File: src/gated_event_timer_pkg.sv
/*
  Constants, register map and field layout of the gated event timer channel.
  Assumes a 32-bit register port with byte addresses and one channel per instance.
*/
package gated_event_timer_pkg;

  // Counter geometry.
  localparam int unsigned CNT_W         = 16;
  localparam logic [15:0] COUNT_MAX     = 16'hFFFF;
  localparam logic [15:0] COUNT_ZERO    = 16'h0000;
  localparam logic [15:0] COUNT_ONE     = 16'h0001;

  // Register byte offsets.
  localparam int unsigned ADDR_W        = 8;
  localparam logic [7:0]  OFS_CTRL      = 8'h00;
  localparam logic [7:0]  OFS_RELOAD    = 8'h04;
  localparam logic [7:0]  OFS_COUNT     = 8'h08;
  localparam logic [7:0]  OFS_PRESCALE  = 8'h0C;
  localparam logic [7:0]  OFS_STATUS    = 8'h10;

  // Control register fields.
  localparam int unsigned CTRL_EN_BIT    = 0;
  localparam int unsigned CTRL_MODE_BIT  = 1;
  localparam int unsigned CTRL_DIR_BIT   = 2;
  localparam int unsigned CTRL_RLSEL_BIT = 3;
  localparam int unsigned CTRL_PULSE_BIT = 4;
  localparam int unsigned CTRL_SRST_BIT  = 5;
  localparam int unsigned CTRL_EDGE_LSB  = 8;
  localparam int unsigned CTRL_EDGE_MSB  = 10;

  // Status register fields.
  localparam int unsigned STAT_WRAP_BIT  = 0;
  localparam int unsigned STAT_PIN_BIT   = 1;
  localparam int unsigned STAT_OUT_BIT   = 2;
  localparam int unsigned STAT_RUN_BIT   = 3;

  // Reset values.
  localparam logic [15:0] RELOAD_RST    = 16'h0000;
  localparam logic [15:0] PRESCALE_RST  = 16'h0000;
  localparam logic [31:0] RDATA_ZERO    = 32'h0000_0000;

  typedef enum logic {
    MODE_TIMER = 1'b0,
    MODE_EVENT = 1'b1
  } mode_t;

  typedef enum logic [2:0] {
    EDGE_PIN_RISE  = 3'b000,
    EDGE_PIN_FALL  = 3'b001,
    EDGE_PIN_BOTH  = 3'b010,
    EDGE_OVF_RISE  = 3'b011,
    EDGE_OVF_FALL  = 3'b100,
    EDGE_OVF_BOTH  = 3'b101
  } edge_sel_t;

endpackage : gated_event_timer_pkg

File: src/event_sense_if.sv
/*
  Carries the conditioned timer input pin and previous-channel overflow.
  Assumes both ends run on the timer clock.
*/
`timescale 1ns/100ps
interface event_sense_if;
  logic pin_level;
  logic pin_rise;
  logic pin_fall;
  logic ovf_rise;
  logic ovf_fall;

  modport src (output pin_level, pin_rise, pin_fall, ovf_rise, ovf_fall);
  modport dst (input  pin_level, pin_rise, pin_fall, ovf_rise, ovf_fall);
endinterface : event_sense_if

File: src/event_sense.sv
/*
  Synchroniser and edge detector for the timer input pin and overflow input.
  Assumes asynchronous inputs and a single timer clock.
*/
`timescale 1ns/100ps
module event_sense
  import gated_event_timer_pkg::*;
(
  // Clock and reset
  input  wire logic    clk_i,
  input  wire logic    nrst_i,
  // Raw inputs, bit 0 pin, bit 1 overflow
  input  wire logic    timer_input_pin_i,
  input  wire logic    prev_overflow_i,
  // Conditioned outputs
  event_sense_if.src   sense
);

  logic [1:0] meta_reg;
  logic [1:0] meta_next;
  logic [1:0] sync_reg;
  logic [1:0] sync_next;
  logic [1:0] last_reg;
  logic [1:0] last_next;

  always_comb begin
    meta_next = {prev_overflow_i, timer_input_pin_i};
    sync_next = meta_reg;
    last_next = sync_reg;
  end

  always_ff @(posedge clk_i or negedge nrst_i) begin
    if (!nrst_i) begin
      meta_reg <= 2'h0;
      sync_reg <= 2'h0;
      last_reg <= 2'h0;
    end else begin
      meta_reg <= meta_next;
      sync_reg <= sync_next;
      last_reg <= last_next;
    end
  end

  assign sense.pin_level = sync_reg[0];
  assign sense.pin_rise  = sync_reg[0] & ~last_reg[0];
  assign sense.pin_fall  = ~sync_reg[0] & last_reg[0];
  assign sense.ovf_rise  = sync_reg[1] & ~last_reg[1];
  assign sense.ovf_fall  = ~sync_reg[1] & last_reg[1];

endmodule : event_sense

File: src/gated_event_timer.sv
/*
  One 16-bit timer channel with timer mode (gated down counter with pulse
  output) and event mode (up/down event counter), behind a simple register port.
  Assumes a single 200 MHz clock, an asynchronous active-low reset, and a
  register master that never issues read and write strobes together.
*/
`timescale 1ns/100ps

// Overview of operation
// - Timer mode with gate on halts while input pin low, counts while high.
// - Direction select bit enables the input pin gate in timer mode.
// - Timer mode pulse output toggles the output pin on each underflow.
// - Output pin is driven low whenever the enable bit is clear.
// - Event mode counts input pin edges or previous channel overflow edges.
// - Event mode direction select bit chooses up or down counting.
// - Six edge choices: pin rise, fall, both; overflow rise, fall, both.
// - Event underflow loads reload value if reload select set, else FFFFh.
// - Event overflow loads reload value if reload select set, else 0000h.
// - Event counting runs from enable set until firmware clears enable.
// - Event mode raises an interrupt request on each overflow and underflow.
// - Event mode pulse output toggles output pin on every wrap.
// - Live counter value is readable through the count register.
// - Soft reset copies the reload register into the counter at once, or loads 0000h for event up counting.
// - Reload write without soft reset takes effect at the next wrap if reload select set.
// - Re-enabling without reset resumes from the held counter value.
// - After soft reset, down counting starts from reload, up from 0000h.
// - Timer mode counts down; underflow reloads or wraps to FFFFh.
// - Timer mode raises an interrupt request on each underflow.
module gated_event_timer
  import gated_event_timer_pkg::*;
(
  // Clock and reset
  input  wire logic              clk_i,
  input  wire logic              nrst_i,
  // Register port
  input  wire logic [ADDR_W-1:0] reg_addr_i,
  input  wire logic [31:0]       reg_wdata_i,
  input  wire logic              reg_wr_i,
  input  wire logic              reg_rd_i,
  output logic      [31:0]       reg_rdata_o,
  // Timer pins
  input  wire logic              timer_input_pin_i,
  input  wire logic              prev_overflow_i,
  output logic                   timer_output_pin_o,
  // Events to the system and next channel
  output logic                   timer_irq_o,
  output logic                   timer_wrap_o
);

  event_sense_if sense ();

  event_sense u_sense (
    .clk_i             (clk_i),
    .nrst_i            (nrst_i),
    .timer_input_pin_i (timer_input_pin_i),
    .prev_overflow_i   (prev_overflow_i),
    .sense             (sense.src)
  );

  // Control state.
  logic                 enable_reg;
  logic                 enable_next;
  mode_t                mode_reg;
  mode_t                mode_next;
  logic                 count_direction_select_reg;
  logic                 count_direction_select_next;
  logic                 reload_on_wrap_select_reg;
  logic                 reload_on_wrap_select_next;
  logic                 pulse_en_reg;
  logic                 pulse_en_next;
  edge_sel_t            edge_sel_reg;
  edge_sel_t            edge_sel_next;
  logic [CNT_W-1:0]     reload_reg;
  logic [CNT_W-1:0]     reload_next;
  logic [CNT_W-1:0]     prescale_reg;
  logic [CNT_W-1:0]     prescale_next;

  // Counting state.
  logic [CNT_W-1:0]     count_reg;
  logic [CNT_W-1:0]     count_next;
  logic [CNT_W-1:0]     presc_cnt_reg;
  logic [CNT_W-1:0]     presc_cnt_next;
  logic                 timer_pulse_out_reg;
  logic                 timer_pulse_out_next;
  logic                 irq_reg;
  logic                 irq_next;
  logic                 wrap_out_reg;
  logic                 wrap_out_next;
  logic                 wrap_flag_reg;
  logic                 wrap_flag_next;
  logic [31:0]          rdata_reg;
  logic [31:0]          rdata_next;

  // Decoded strobes and conditions.
  logic                 wr_ctrl;
  logic                 wr_reload;
  logic                 wr_prescale;
  logic                 wr_status;
  logic                 soft_reset;
  logic                 gate_open;
  logic                 timer_run;
  logic                 tick;
  logic                 event_hit;
  logic                 advance;
  logic                 counting_up;
  logic                 at_limit;
  logic                 wrap;
  logic [CNT_W-1:0]     wrap_value;

  // Register write decode. Addresses are compared in full, so a write to an
  // unmapped offset changes nothing.
  always_comb begin
    wr_ctrl     = reg_wr_i && (reg_addr_i == OFS_CTRL);
    wr_reload   = reg_wr_i && (reg_addr_i == OFS_RELOAD);
    wr_prescale = reg_wr_i && (reg_addr_i == OFS_PRESCALE);
    wr_status   = reg_wr_i && (reg_addr_i == OFS_STATUS);
    soft_reset  = wr_ctrl && reg_wdata_i[CTRL_SRST_BIT];
  end

  // Control registers take their new values on a control write, reload and prescale on their own writes.
  always_comb begin
    enable_next                 = enable_reg;
    mode_next                   = mode_reg;
    count_direction_select_next = count_direction_select_reg;
    reload_on_wrap_select_next  = reload_on_wrap_select_reg;
    pulse_en_next               = pulse_en_reg;
    edge_sel_next               = edge_sel_reg;
    reload_next                 = reload_reg;
    prescale_next               = prescale_reg;
    if (wr_ctrl) begin
      enable_next                 = reg_wdata_i[CTRL_EN_BIT];
      mode_next                   = mode_t'(reg_wdata_i[CTRL_MODE_BIT]);
      count_direction_select_next = reg_wdata_i[CTRL_DIR_BIT];
      reload_on_wrap_select_next  = reg_wdata_i[CTRL_RLSEL_BIT];
      pulse_en_next               = reg_wdata_i[CTRL_PULSE_BIT];
      edge_sel_next               = edge_sel_t'(reg_wdata_i[CTRL_EDGE_MSB:CTRL_EDGE_LSB]);
    end
    if (wr_reload) begin
      reload_next = reg_wdata_i[CNT_W-1:0];
    end
    if (wr_prescale) begin
      prescale_next = reg_wdata_i[CNT_W-1:0];
    end
  end

  // Timer tick: one tick every prescale+1 clocks while the timer may run.
  always_comb begin
    gate_open = !count_direction_select_reg || sense.pin_level;
    timer_run = enable_reg && (mode_reg == MODE_TIMER) && gate_open;
    // A prescale lowered below the running divider must not stall the tick
    // until the divider rolls round its whole range, so the limit is inclusive.
    tick      = timer_run && (presc_cnt_reg >= prescale_reg);
    presc_cnt_next = presc_cnt_reg;
    if (soft_reset) begin
      presc_cnt_next = COUNT_ZERO;
    end else if (timer_run) begin
      presc_cnt_next = tick ? COUNT_ZERO : presc_cnt_reg + COUNT_ONE;
    end
  end

  // Event selection. Codes 6 and 7 select no source and never count.
  always_comb begin
    unique case (edge_sel_reg)
      EDGE_PIN_RISE: event_hit = sense.pin_rise;
      EDGE_PIN_FALL: event_hit = sense.pin_fall;
      EDGE_PIN_BOTH: event_hit = sense.pin_rise | sense.pin_fall;
      EDGE_OVF_RISE: event_hit = sense.ovf_rise;
      EDGE_OVF_FALL: event_hit = sense.ovf_fall;
      EDGE_OVF_BOTH: event_hit = sense.ovf_rise | sense.ovf_fall;
      default:       event_hit = 1'b0;
    endcase
  end

  // Counter step, wrap detection and soft reset load.
  always_comb begin
    // enable alone starts and stops event counting
    advance = enable_reg &&
              (((mode_reg == MODE_TIMER) && tick) ||
               ((mode_reg == MODE_EVENT) && event_hit));
    counting_up = (mode_reg == MODE_EVENT) && count_direction_select_reg;
    at_limit    = counting_up ? (count_reg == COUNT_MAX) : (count_reg == COUNT_ZERO);
    wrap        = advance && at_limit;
    if (reload_on_wrap_select_reg) begin
      wrap_value = reload_reg;
    end else begin
      wrap_value = counting_up ? COUNT_ZERO : COUNT_MAX;
    end
    count_next = count_reg;
    // Soft reset reads the mode and direction being written, so one write both
    // selects up counting and starts it from zero.
    if (soft_reset) begin
      if ((mode_t'(reg_wdata_i[CTRL_MODE_BIT]) == MODE_EVENT) &&
          reg_wdata_i[CTRL_DIR_BIT]) begin
        count_next = COUNT_ZERO;
      end else begin
        count_next = reload_reg;
      end
    end else if (wrap) begin
      count_next = wrap_value;
    end else if (advance) begin
      count_next = counting_up ? count_reg + COUNT_ONE : count_reg - COUNT_ONE;
    end
  end

  // Pulse output, interrupt request and wrap reporting.
  always_comb begin
    timer_pulse_out_next = timer_pulse_out_reg;
    if (!enable_reg) begin
      timer_pulse_out_next = 1'b0;
    end else if (wrap && pulse_en_reg) begin
      timer_pulse_out_next = !timer_pulse_out_reg;
    end
    irq_next      = wrap;
    wrap_out_next = wrap;
    // Request and wrap out share one condition but keep a flop each, so every
    // output port comes straight from its own register.
    // A wrap in the same cycle as the clear keeps the flag set.
    wrap_flag_next = wrap ||
                     (wrap_flag_reg && !(wr_status && reg_wdata_i[STAT_WRAP_BIT]));
  end

  // Read data stands only in the cycle after the read strobe.
  always_comb begin
    rdata_next = RDATA_ZERO;
    if (reg_rd_i) begin
      unique case (reg_addr_i)
        OFS_CTRL: begin
          rdata_next[CTRL_EN_BIT]                 = enable_reg;
          rdata_next[CTRL_MODE_BIT]               = mode_reg;
          rdata_next[CTRL_DIR_BIT]                = count_direction_select_reg;
          rdata_next[CTRL_RLSEL_BIT]              = reload_on_wrap_select_reg;
          rdata_next[CTRL_PULSE_BIT]              = pulse_en_reg;
          rdata_next[CTRL_EDGE_MSB:CTRL_EDGE_LSB] = edge_sel_reg;
        end
        OFS_RELOAD: begin
          rdata_next[CNT_W-1:0] = reload_reg;
        end
        OFS_COUNT: begin
          rdata_next[CNT_W-1:0] = count_reg;
        end
        OFS_PRESCALE: begin
          rdata_next[CNT_W-1:0] = prescale_reg;
        end
        OFS_STATUS: begin
          rdata_next[STAT_WRAP_BIT] = wrap_flag_reg;
          rdata_next[STAT_PIN_BIT]  = sense.pin_level;
          rdata_next[STAT_OUT_BIT]  = timer_pulse_out_reg;
          rdata_next[STAT_RUN_BIT]  = timer_run;
        end
        default: begin
          rdata_next = RDATA_ZERO;
        end
      endcase
    end
  end

  always_ff @(posedge clk_i or negedge nrst_i) begin
    if (!nrst_i) begin
      enable_reg                 <= 1'b0;
      mode_reg                   <= MODE_TIMER;
      count_direction_select_reg <= 1'b0;
      reload_on_wrap_select_reg  <= 1'b0;
      pulse_en_reg               <= 1'b0;
      edge_sel_reg               <= EDGE_PIN_RISE;
      reload_reg                 <= RELOAD_RST;
      prescale_reg               <= PRESCALE_RST;
    end else begin
      enable_reg                 <= enable_next;
      mode_reg                   <= mode_next;
      count_direction_select_reg <= count_direction_select_next;
      reload_on_wrap_select_reg  <= reload_on_wrap_select_next;
      pulse_en_reg               <= pulse_en_next;
      edge_sel_reg               <= edge_sel_next;
      reload_reg                 <= reload_next;
      prescale_reg               <= prescale_next;
    end
  end

  always_ff @(posedge clk_i or negedge nrst_i) begin
    if (!nrst_i) begin
      presc_cnt_reg <= COUNT_ZERO;
    end else begin
      presc_cnt_reg <= presc_cnt_next;
    end
  end

  always_ff @(posedge clk_i or negedge nrst_i) begin
    if (!nrst_i) begin
      count_reg <= COUNT_ZERO;
    end else begin
      count_reg <= count_next;
    end
  end

  always_ff @(posedge clk_i or negedge nrst_i) begin
    if (!nrst_i) begin
      timer_pulse_out_reg <= 1'b0;
      irq_reg             <= 1'b0;
      wrap_out_reg        <= 1'b0;
      wrap_flag_reg       <= 1'b0;
    end else begin
      timer_pulse_out_reg <= timer_pulse_out_next;
      irq_reg             <= irq_next;
      wrap_out_reg        <= wrap_out_next;
      wrap_flag_reg       <= wrap_flag_next;
    end
  end

  always_ff @(posedge clk_i or negedge nrst_i) begin
    if (!nrst_i) begin
      rdata_reg <= RDATA_ZERO;
    end else begin
      rdata_reg <= rdata_next;
    end
  end

  assign reg_rdata_o        = rdata_reg;
  assign timer_output_pin_o = timer_pulse_out_reg;
  assign timer_irq_o        = irq_reg;
  assign timer_wrap_o       = wrap_out_reg;

endmodule : gated_event_timer

File: config.mk
export PLATFORM = sky130hd
export DESIGN_NAME = gated_event_timer
export DESIGN_NICKNAME = d
export VERILOG_FILES = /design/src/gated_event_timer_pkg.sv /design/src/event_sense_if.sv /design/src/event_sense.sv /design/src/gated_event_timer.sv
export SDC_FILE = /design/constraint.sdc
export NUM_CORES = 1
export LEC_CHECK = 0
export ABC_AREA = 1
export BUFFER_PORTS_ARGS = -buffer_cell sky130_fd_sc_hd__buf_2
export CORE_ASPECT_RATIO = 1.1
export CORE_UTILIZATION = 45
export CTS_BUF_LIST = sky130_fd_sc_hd__clkbuf_8 sky130_fd_sc_hd__clkbuf_16
export DETAILED_ROUTE_END_ITERATION = 10
export MAX_ROUTING_LAYER = met4
export PLACE_DENSITY = 0.7
export SLEW_MARGIN = 20
export SYNTH_ARGS = -nofsm -noshare
export SYNTH_HDL_FRONTEND = slang
export SYNTH_SLANG_ARGS = --single-unit
File: constraint.sdc
create_clock -name clk_i -period 3 [get_ports clk_i]
set_input_delay 0.15 -clock clk_i [delete_from_list [all_inputs] [get_ports clk_i]]
set_output_delay 0.15 -clock clk_i [all_outputs]
set_load 0.01 [all_outputs]
==> impl_metrics.env, run 1 <==
export IMPL_drt_pass1_iter_count=5
export IMPL_relSlewSlack=0.471
export IMPL_grt_max_degree=60
export IMPL_status="completed"
export IMPL_powerDensity_nw_per_um2=690
export IMPL_synth_cells=837
export IMPL_cts_buffer_depth=2
export IMPL_cp_required_ns=3.28
export IMPL_drc=0
export IMPL_cap_violations=0
export IMPL_synth_most_common_cell="inv_1"
export IMPL_synth_mux_area_fraction=0
export IMPL_drive_gt1_frac=0.107
export IMPL_r2r_end="count_reg[15]"
export IMPL_cp_data_arrival_time_ns=2.58
export IMPL_leakage_nw=3.63
export IMPL_reg2reg_slack_ns=0.70
export IMPL_synth_area_per_cell_um2=7.48
export IMPL_grt_pass1_vias=5343
export IMPL_drt_iter0_markers=365
export IMPL_yosysTopAreaCell="dfrtp_1"
export IMPL_grt_use_met1=0.298
export IMPL_antennaDiodeCount=0
export IMPL_ys_ff_latch=97
export IMPL_routed_via_density=5.12
export IMPL_min_to="count_direction_select_reg"
export IMPL_yosys_warnings=0
export IMPL_fin_crit_ns=2.30
export IMPL_synth_top_family_by_area="simple AND/OR/NAND/NOR gates"
export IMPL_slew_viol_final=0
export IMPL_setup_ws_ns=0.698
export IMPL_met3_usage=0.0279
export IMPL_fin_hold_ws_ns=0.0323
export IMPL_startpoint_type="flip-flop"
export IMPL_place_ws_ns=0.693
export IMPL_synth_compound_area_frac=0.146
export IMPL_synthTopCellsByArea="dfrtp_1 (39%), inv_1 (9.1%), nand2_1 (8.7%)"
export IMPL_r2r_cells=12
export IMPL_dieWidth_um=114
export IMPL_grt_ovfl_total=0
export IMPL_max_freq_mhz=434
export IMPL_hold_start="reg_wdata_i[2]"
export IMPL_antenna_left=0
export IMPL_cts_num_sinks=97
export IMPL_fin_skew_ns=0.0105
export IMPL_antenna_found_initial=0
export IMPL_synth_top_area_frac=0.388
export IMPL_wire_per_inst_um=13.9
export IMPL_insertion_delay_ns=0.36
export IMPL_rr_startpoint="mode_reg"
export IMPL_finalSetupViolations=0
export IMPL_htreeDepth=3
export IMPL_dpl_hpwl_um=11200
export IMPL_ios=81
export IMPL_utilization=0.527
export IMPL_rsz0062_at_grt="false"
export IMPL_hold_path_depth=3
export IMPL_track_usage=0.234
export IMPL_dr_total_vias=5505
export IMPL_busiest_layer="met2"
export IMPL_synth_adder_area_share=0.0731
export IMPL_synth_edff_count=0
export IMPL_cts_tree="yes"
export IMPL_gp_congestion=0.873
export IMPL_hp_class="in -> reg"
export IMPL_worst_pin_slew_ns=0.793
export IMPL_yosys_area_share_simple=0.243
export IMPL_async_reset_ff_frac=1.00
export IMPL_synthXorXnorAreaFrac=0.0224
export IMPL_path_clk_slew_ns=0.07
export IMPL_finalWirelength_um=14900
export IMPL_ys_flop_type="dfrtp_1"
export IMPL_rows=44
export IMPL_area_growth_pct=12.5
export IMPL_cts_root_buf="clkbuf_16"
export IMPL_synth_seq_area_share=0.388
export IMPL_die_h_um=126
export IMPL_period_share=0.767
export IMPL_initial_core_util=0.468
export IMPL_vdd_drop_max_mv=0.319
export IMPL_hold_viol_final=0
export IMPL_setup_tns_final_ns=0
export IMPL_use_met2=0.368
export IMPL_synth_area_um2=6260
export IMPL_coreArea_um2=13400
export IMPL_cts_buffers=9
export IMPL_synth_cell_types=46
export IMPL_nets=968
export IMPL_grt_first_pass_wirelength_um=25700
export IMPL_die_area_um2=14400
export IMPL_cp_end_kind="flip-flop"
export IMPL_critPathMaxFanout=19
export IMPL_path_class="reg -> reg"
export IMPL_synthTopCellsByCount="inv_1 (151), nand2_1 (145), dfrtp_1 (97)"
export IMPL_io_buffers=48
==> layer usage <==
metal	vias to the layer above	wire length [um]	part of all wire
li1	2790	-	-
met3	33	552	0.037
met2	137	7080	0.48
met4	0	470	0.032
met1	2545	6790	0.46
met5	-	0	0
==> kinds of logic after synthesis <==
logic type / after synthesis
AND/OR/NAND/NOR: 334
buffers and inverters: 193
AO/OA/AOI/OAI: 160
flip-flops: 97
adder cells (fa/ha/maj): 36
XOR/XNOR: 16
other: 1
==> where the power goes <==
group	total [mW]	switching [mW]	internal, mW
Sequential	1.65	0.183	1.46
Clock	1.37	0.529	0.843
Combinational	1.85	1.14	0.703
Total	4.86	1.85	3.01
==> worst max-delay path: stages (launching register included) <==
cell     delay, ns
dfrtp_1       0.42
nand2_1       0.07
buf_4         0.22
ha_1          0.39
a21oi_1       0.11
o21ai_0       0.28
a21oi_1       0.14
a21o_1        0.19
nand2_1       0.06
inv_1         0.04
nand2_1       0.05
nand3_1       0.09
a21oi_1       0.15
==> layout by cell type (no fill, tap or decap), types with 6 or more instances in the layout <==
master,Yosys,layout
conb_1,1,16
xnor2_1,7,7
inv_1,151,151
buf_4,17,11
nand4_1,27,27
nand2_1,145,145
dfrtp_1,97,97
nor2_1,91,91
nand3_1,39,39
a21oi_1,42,42
xor2_1,9,9
o221ai_1,6,6
o22ai_1,13,13
o21ai_0,72,72
nor3_1,8,8
buf_2,4,47
a211oi_1,7,7
clkbuf_16,0,9
ha_1,35,35
==> layout make-up <==
| cell class | count | area (um2) |
|---|---|---|
| clock inverters | 6 | 113 |
| well taps | 184 | 230 |
| fillers | 1297 | 6330 |
| repair buffers | 62 | 368 |
| inverters | 154 | 579 |
| clock buffers | 10 | 239 |
| flip-flops and latches | 97 | 2430 |
| multi-input cells | 562 | 3090 |
==> stage by stage <==
step | instances | cell area [um2] | power (mW)
3_3_place_gp | 1056 | 6660 | 3.47
5_1_grt | 1075 | 7050 | 5.27
6_report | 1075 | 7050 | 4.86
3_5_place_dp | 1056 | 6660 | 3.49
4_1_cts | 1075 | 7050 | 4.88
2_1_floorplan | 852 | 6320 | 3.05
==> worst max-delay path by stage <==
| stage | cells past startpoint | slack [ns] | endpoint | from |
|---|---|---|---|---|
| floorplan | 11 | 0.79 | count_reg[9] | mode_reg |
| global placement | 14 | 0.69 | count_reg[10] | mode_reg |
| detailed placement | 11 | 0.69 | timer_output_pin_o | presc_cnt_reg[11] |
| CTS | 12 | 0.67 | count_reg[15] | presc_cnt_reg[11] |
| global route | 14 | 0.42 | count_reg[14] | mode_reg |
| finish | 12 | 0.70 | count_reg[15] | mode_reg |
==> what timing repair did <==
| item | in CTS | in global routing |
|---|---|---|
| endpoints found under the hold margin | 40 | 0 |
| hold buffers | 3 | 0 |
| gates resized for setup | 0 | 0 |
| setup buffers | 0 | 0 |
Power figures use the tool's default switching activity.
==> inputs of run 2 (changes only) <==
==> constraint.sdc (replaced) <==
create_clock -name clk_i -period 2.3 [get_ports clk_i]
set_input_delay 0.115 -clock clk_i [delete_from_list [all_inputs] [get_ports clk_i]]
set_output_delay 0.115 -clock clk_i [all_outputs]
set_load 0.01 [all_outputs]
==> impl_metrics.env, run 2 (synthesis results as in run 1) <==
export IMPL_die_area_um2=14400
export IMPL_cp_data_arrival_time_ns=2.50
export IMPL_antenna_left=0
export IMPL_cts_tree="yes"
export IMPL_fin_skew_ns=0.00591
export IMPL_cp_required_ns=2.57
export IMPL_insertion_delay_ns=0.35
export IMPL_rsz0062_at_grt="true"
export IMPL_vdd_drop_max_mv=0.385
export IMPL_grt_first_pass_wirelength_um=25900
export IMPL_leakage_nw=3.79
export IMPL_drc=0
export IMPL_cts_root_buf="clkbuf_16"
export IMPL_cts_buffer_depth=2
export IMPL_nets=997
export IMPL_die_h_um=126
export IMPL_path_clk_slew_ns=0.06
export IMPL_routed_via_density=5.15
export IMPL_fin_hold_ws_ns=0.0114
export IMPL_htreeDepth=3
export IMPL_finalSetupViolations=0
export IMPL_fillers=1264
export IMPL_drive_gt1_frac=0.174
export IMPL_wire_per_inst_um=14.7
export IMPL_powerDensity_nw_per_um2=904
export IMPL_hp_class="in -> reg"
export IMPL_hold_viol_final=0
export IMPL_fin_crit_ns=2.23
export IMPL_coreArea_um2=13400
export IMPL_setup_ws_ns=0.0725
export IMPL_finalWirelength_um=16200
export IMPL_slew_viol_final=0
export IMPL_relSlewSlack=0.489
export IMPL_critPathMaxFanout=8
export IMPL_path_class="reg -> reg"
export IMPL_ios=81
export IMPL_drt_iter0_markers=378
export IMPL_dr_total_vias=5678
export IMPL_dpl_hpwl_um=11500
export IMPL_period_share=0.968
export IMPL_antenna_found_initial=0
export IMPL_dp_cells=1064
export IMPL_rows=44
export IMPL_final_instance_count_excl_fill=1103
export IMPL_gp_congestion=0.924
export IMPL_utilization=0.565
export IMPL_initial_core_util=0.468
export IMPL_grt_ovfl_total=0
export IMPL_cap_violations=0
export IMPL_cts_buffers=9
export IMPL_io_buffers=48
export IMPL_area_growth_pct=20.8
export IMPL_antennaDiodeCount=0
export IMPL_layout_commonest_cell="inv_1"
export IMPL_track_usage=0.233
export IMPL_worst_pin_slew_ns=0.766
export IMPL_place_ws_ns=-0.0880
export IMPL_total_power_mw=6.84
export IMPL_drt_pass1_iter_count=7
export IMPL_cts_num_sinks=97
export IMPL_dieWidth_um=114
export IMPL_status="completed"
export IMPL_max_freq_mhz=449
export IMPL_cp_end_kind="flip-flop"
export IMPL_grt_max_degree=41
export IMPL_grt_pass1_vias=5348
export IMPL_startpoint_type="flip-flop"
export IMPL_final_cell_mix="inv_1 (149), nand2_1 (134), dfrtp_1 (96)"
==> run 2: changes by cell type in the layout (fill, tap and decap cells not counted), moves of 6 or more <==
cell     previous run  this run
ha_4                0        11
ha_1               35        22
nand2_2             2        11
nand2_1           145       134
a21oi_1            42        36
a21oi_2             0         6
buf_4              11        29
==> run 2: worst paths after layout <==
path                                startpoint                        end  slack, ns  depth (start not counted)
min reg2reg                u_sense.meta_reg[1]       u_sense.last_next[1]       0.35                          0
min in group asynchronous               nrst_i        u_sense.last_reg[1]       0.30                          2
max in group asynchronous               nrst_i             reload_reg[12]       1.26                          3
max reg2reg                   prescale_reg[11]               count_reg[5]       0.07                         14
max                           prescale_reg[11]               count_reg[5]       0.07                         14
min                             reg_wdata_i[3]  reload_on_wrap_select_reg       0.01                          3
==> run 2: power breakdown <==
group	switching (mW)	internal (mW)	leakage (nW)
clock network	0.659	0.975	0.151
registers	0.292	1.91	1.24
logic	1.69	1.31	2.39
==> run 2: cell type report <==
type / count / area (um2) / share of cell area
repair buffers: 89 / 656 / 0.0867
clock inverters: 5 / 80.1 / 0.0106
multi-input cells: 564 / 3350 / 0.442
inverters: 154 / 584 / 0.0772
well taps: 184 / 230 / 0.0304
clock buffers: 10 / 239 / 0.0316
flip-flops and latches: 97 / 2430 / 0.321
==> run 2: repair_timing <==
| item | CTS | global route |
|---|---|---|
| gates resized for setup | 1 | 53 |
| hold buffers | 4 | 1 |
| pin swaps | 0 | 16 |
| gates cloned | 0 | 4 |
| buffers inserted | 0 | 16 |
| setup endpoints to repair | 17 | 18 |
| hold endpoints to repair | 41 | 1 |
==> run 2: routing by layer <==
layer / vias to the layer above / wire [um] / GRT usage
met3: 26 / 621 / 0.0274
met1: 2660 / 7180 / 0.304
met5: - / 0 / -
met2: 136 / 8010 / 0.375
li1: 2856 / - / -
met4: 0 / 393 / 0.0802
==> run 2: critical path, stage by stage, from the launching register on <==
cell and delay [ns]:
dfrtp_1 0.38, inv_1 0.06, ha_1 0.30, nand2_1 0.11
o21bai_1 0.13, a21oi_1 0.09, nor2_1 0.13, nand2_2 0.09
nand2_2 0.10, nand2_4 0.09, a21oi_4 0.18, buf_4 0.15
clkbuf_16 0.14, nor2_1 0.04, a21oi_1 0.14
==> run 2: through the flow <==
stage	TNS (ns)	area, um2
6_report	0	7560
5_1_grt	-0.628	7560
4_1_cts	0	7120
3_5_place_dp	-0.722	6750
3_3_place_gp	-0.0415	6750
2_1_floorplan	0	6320
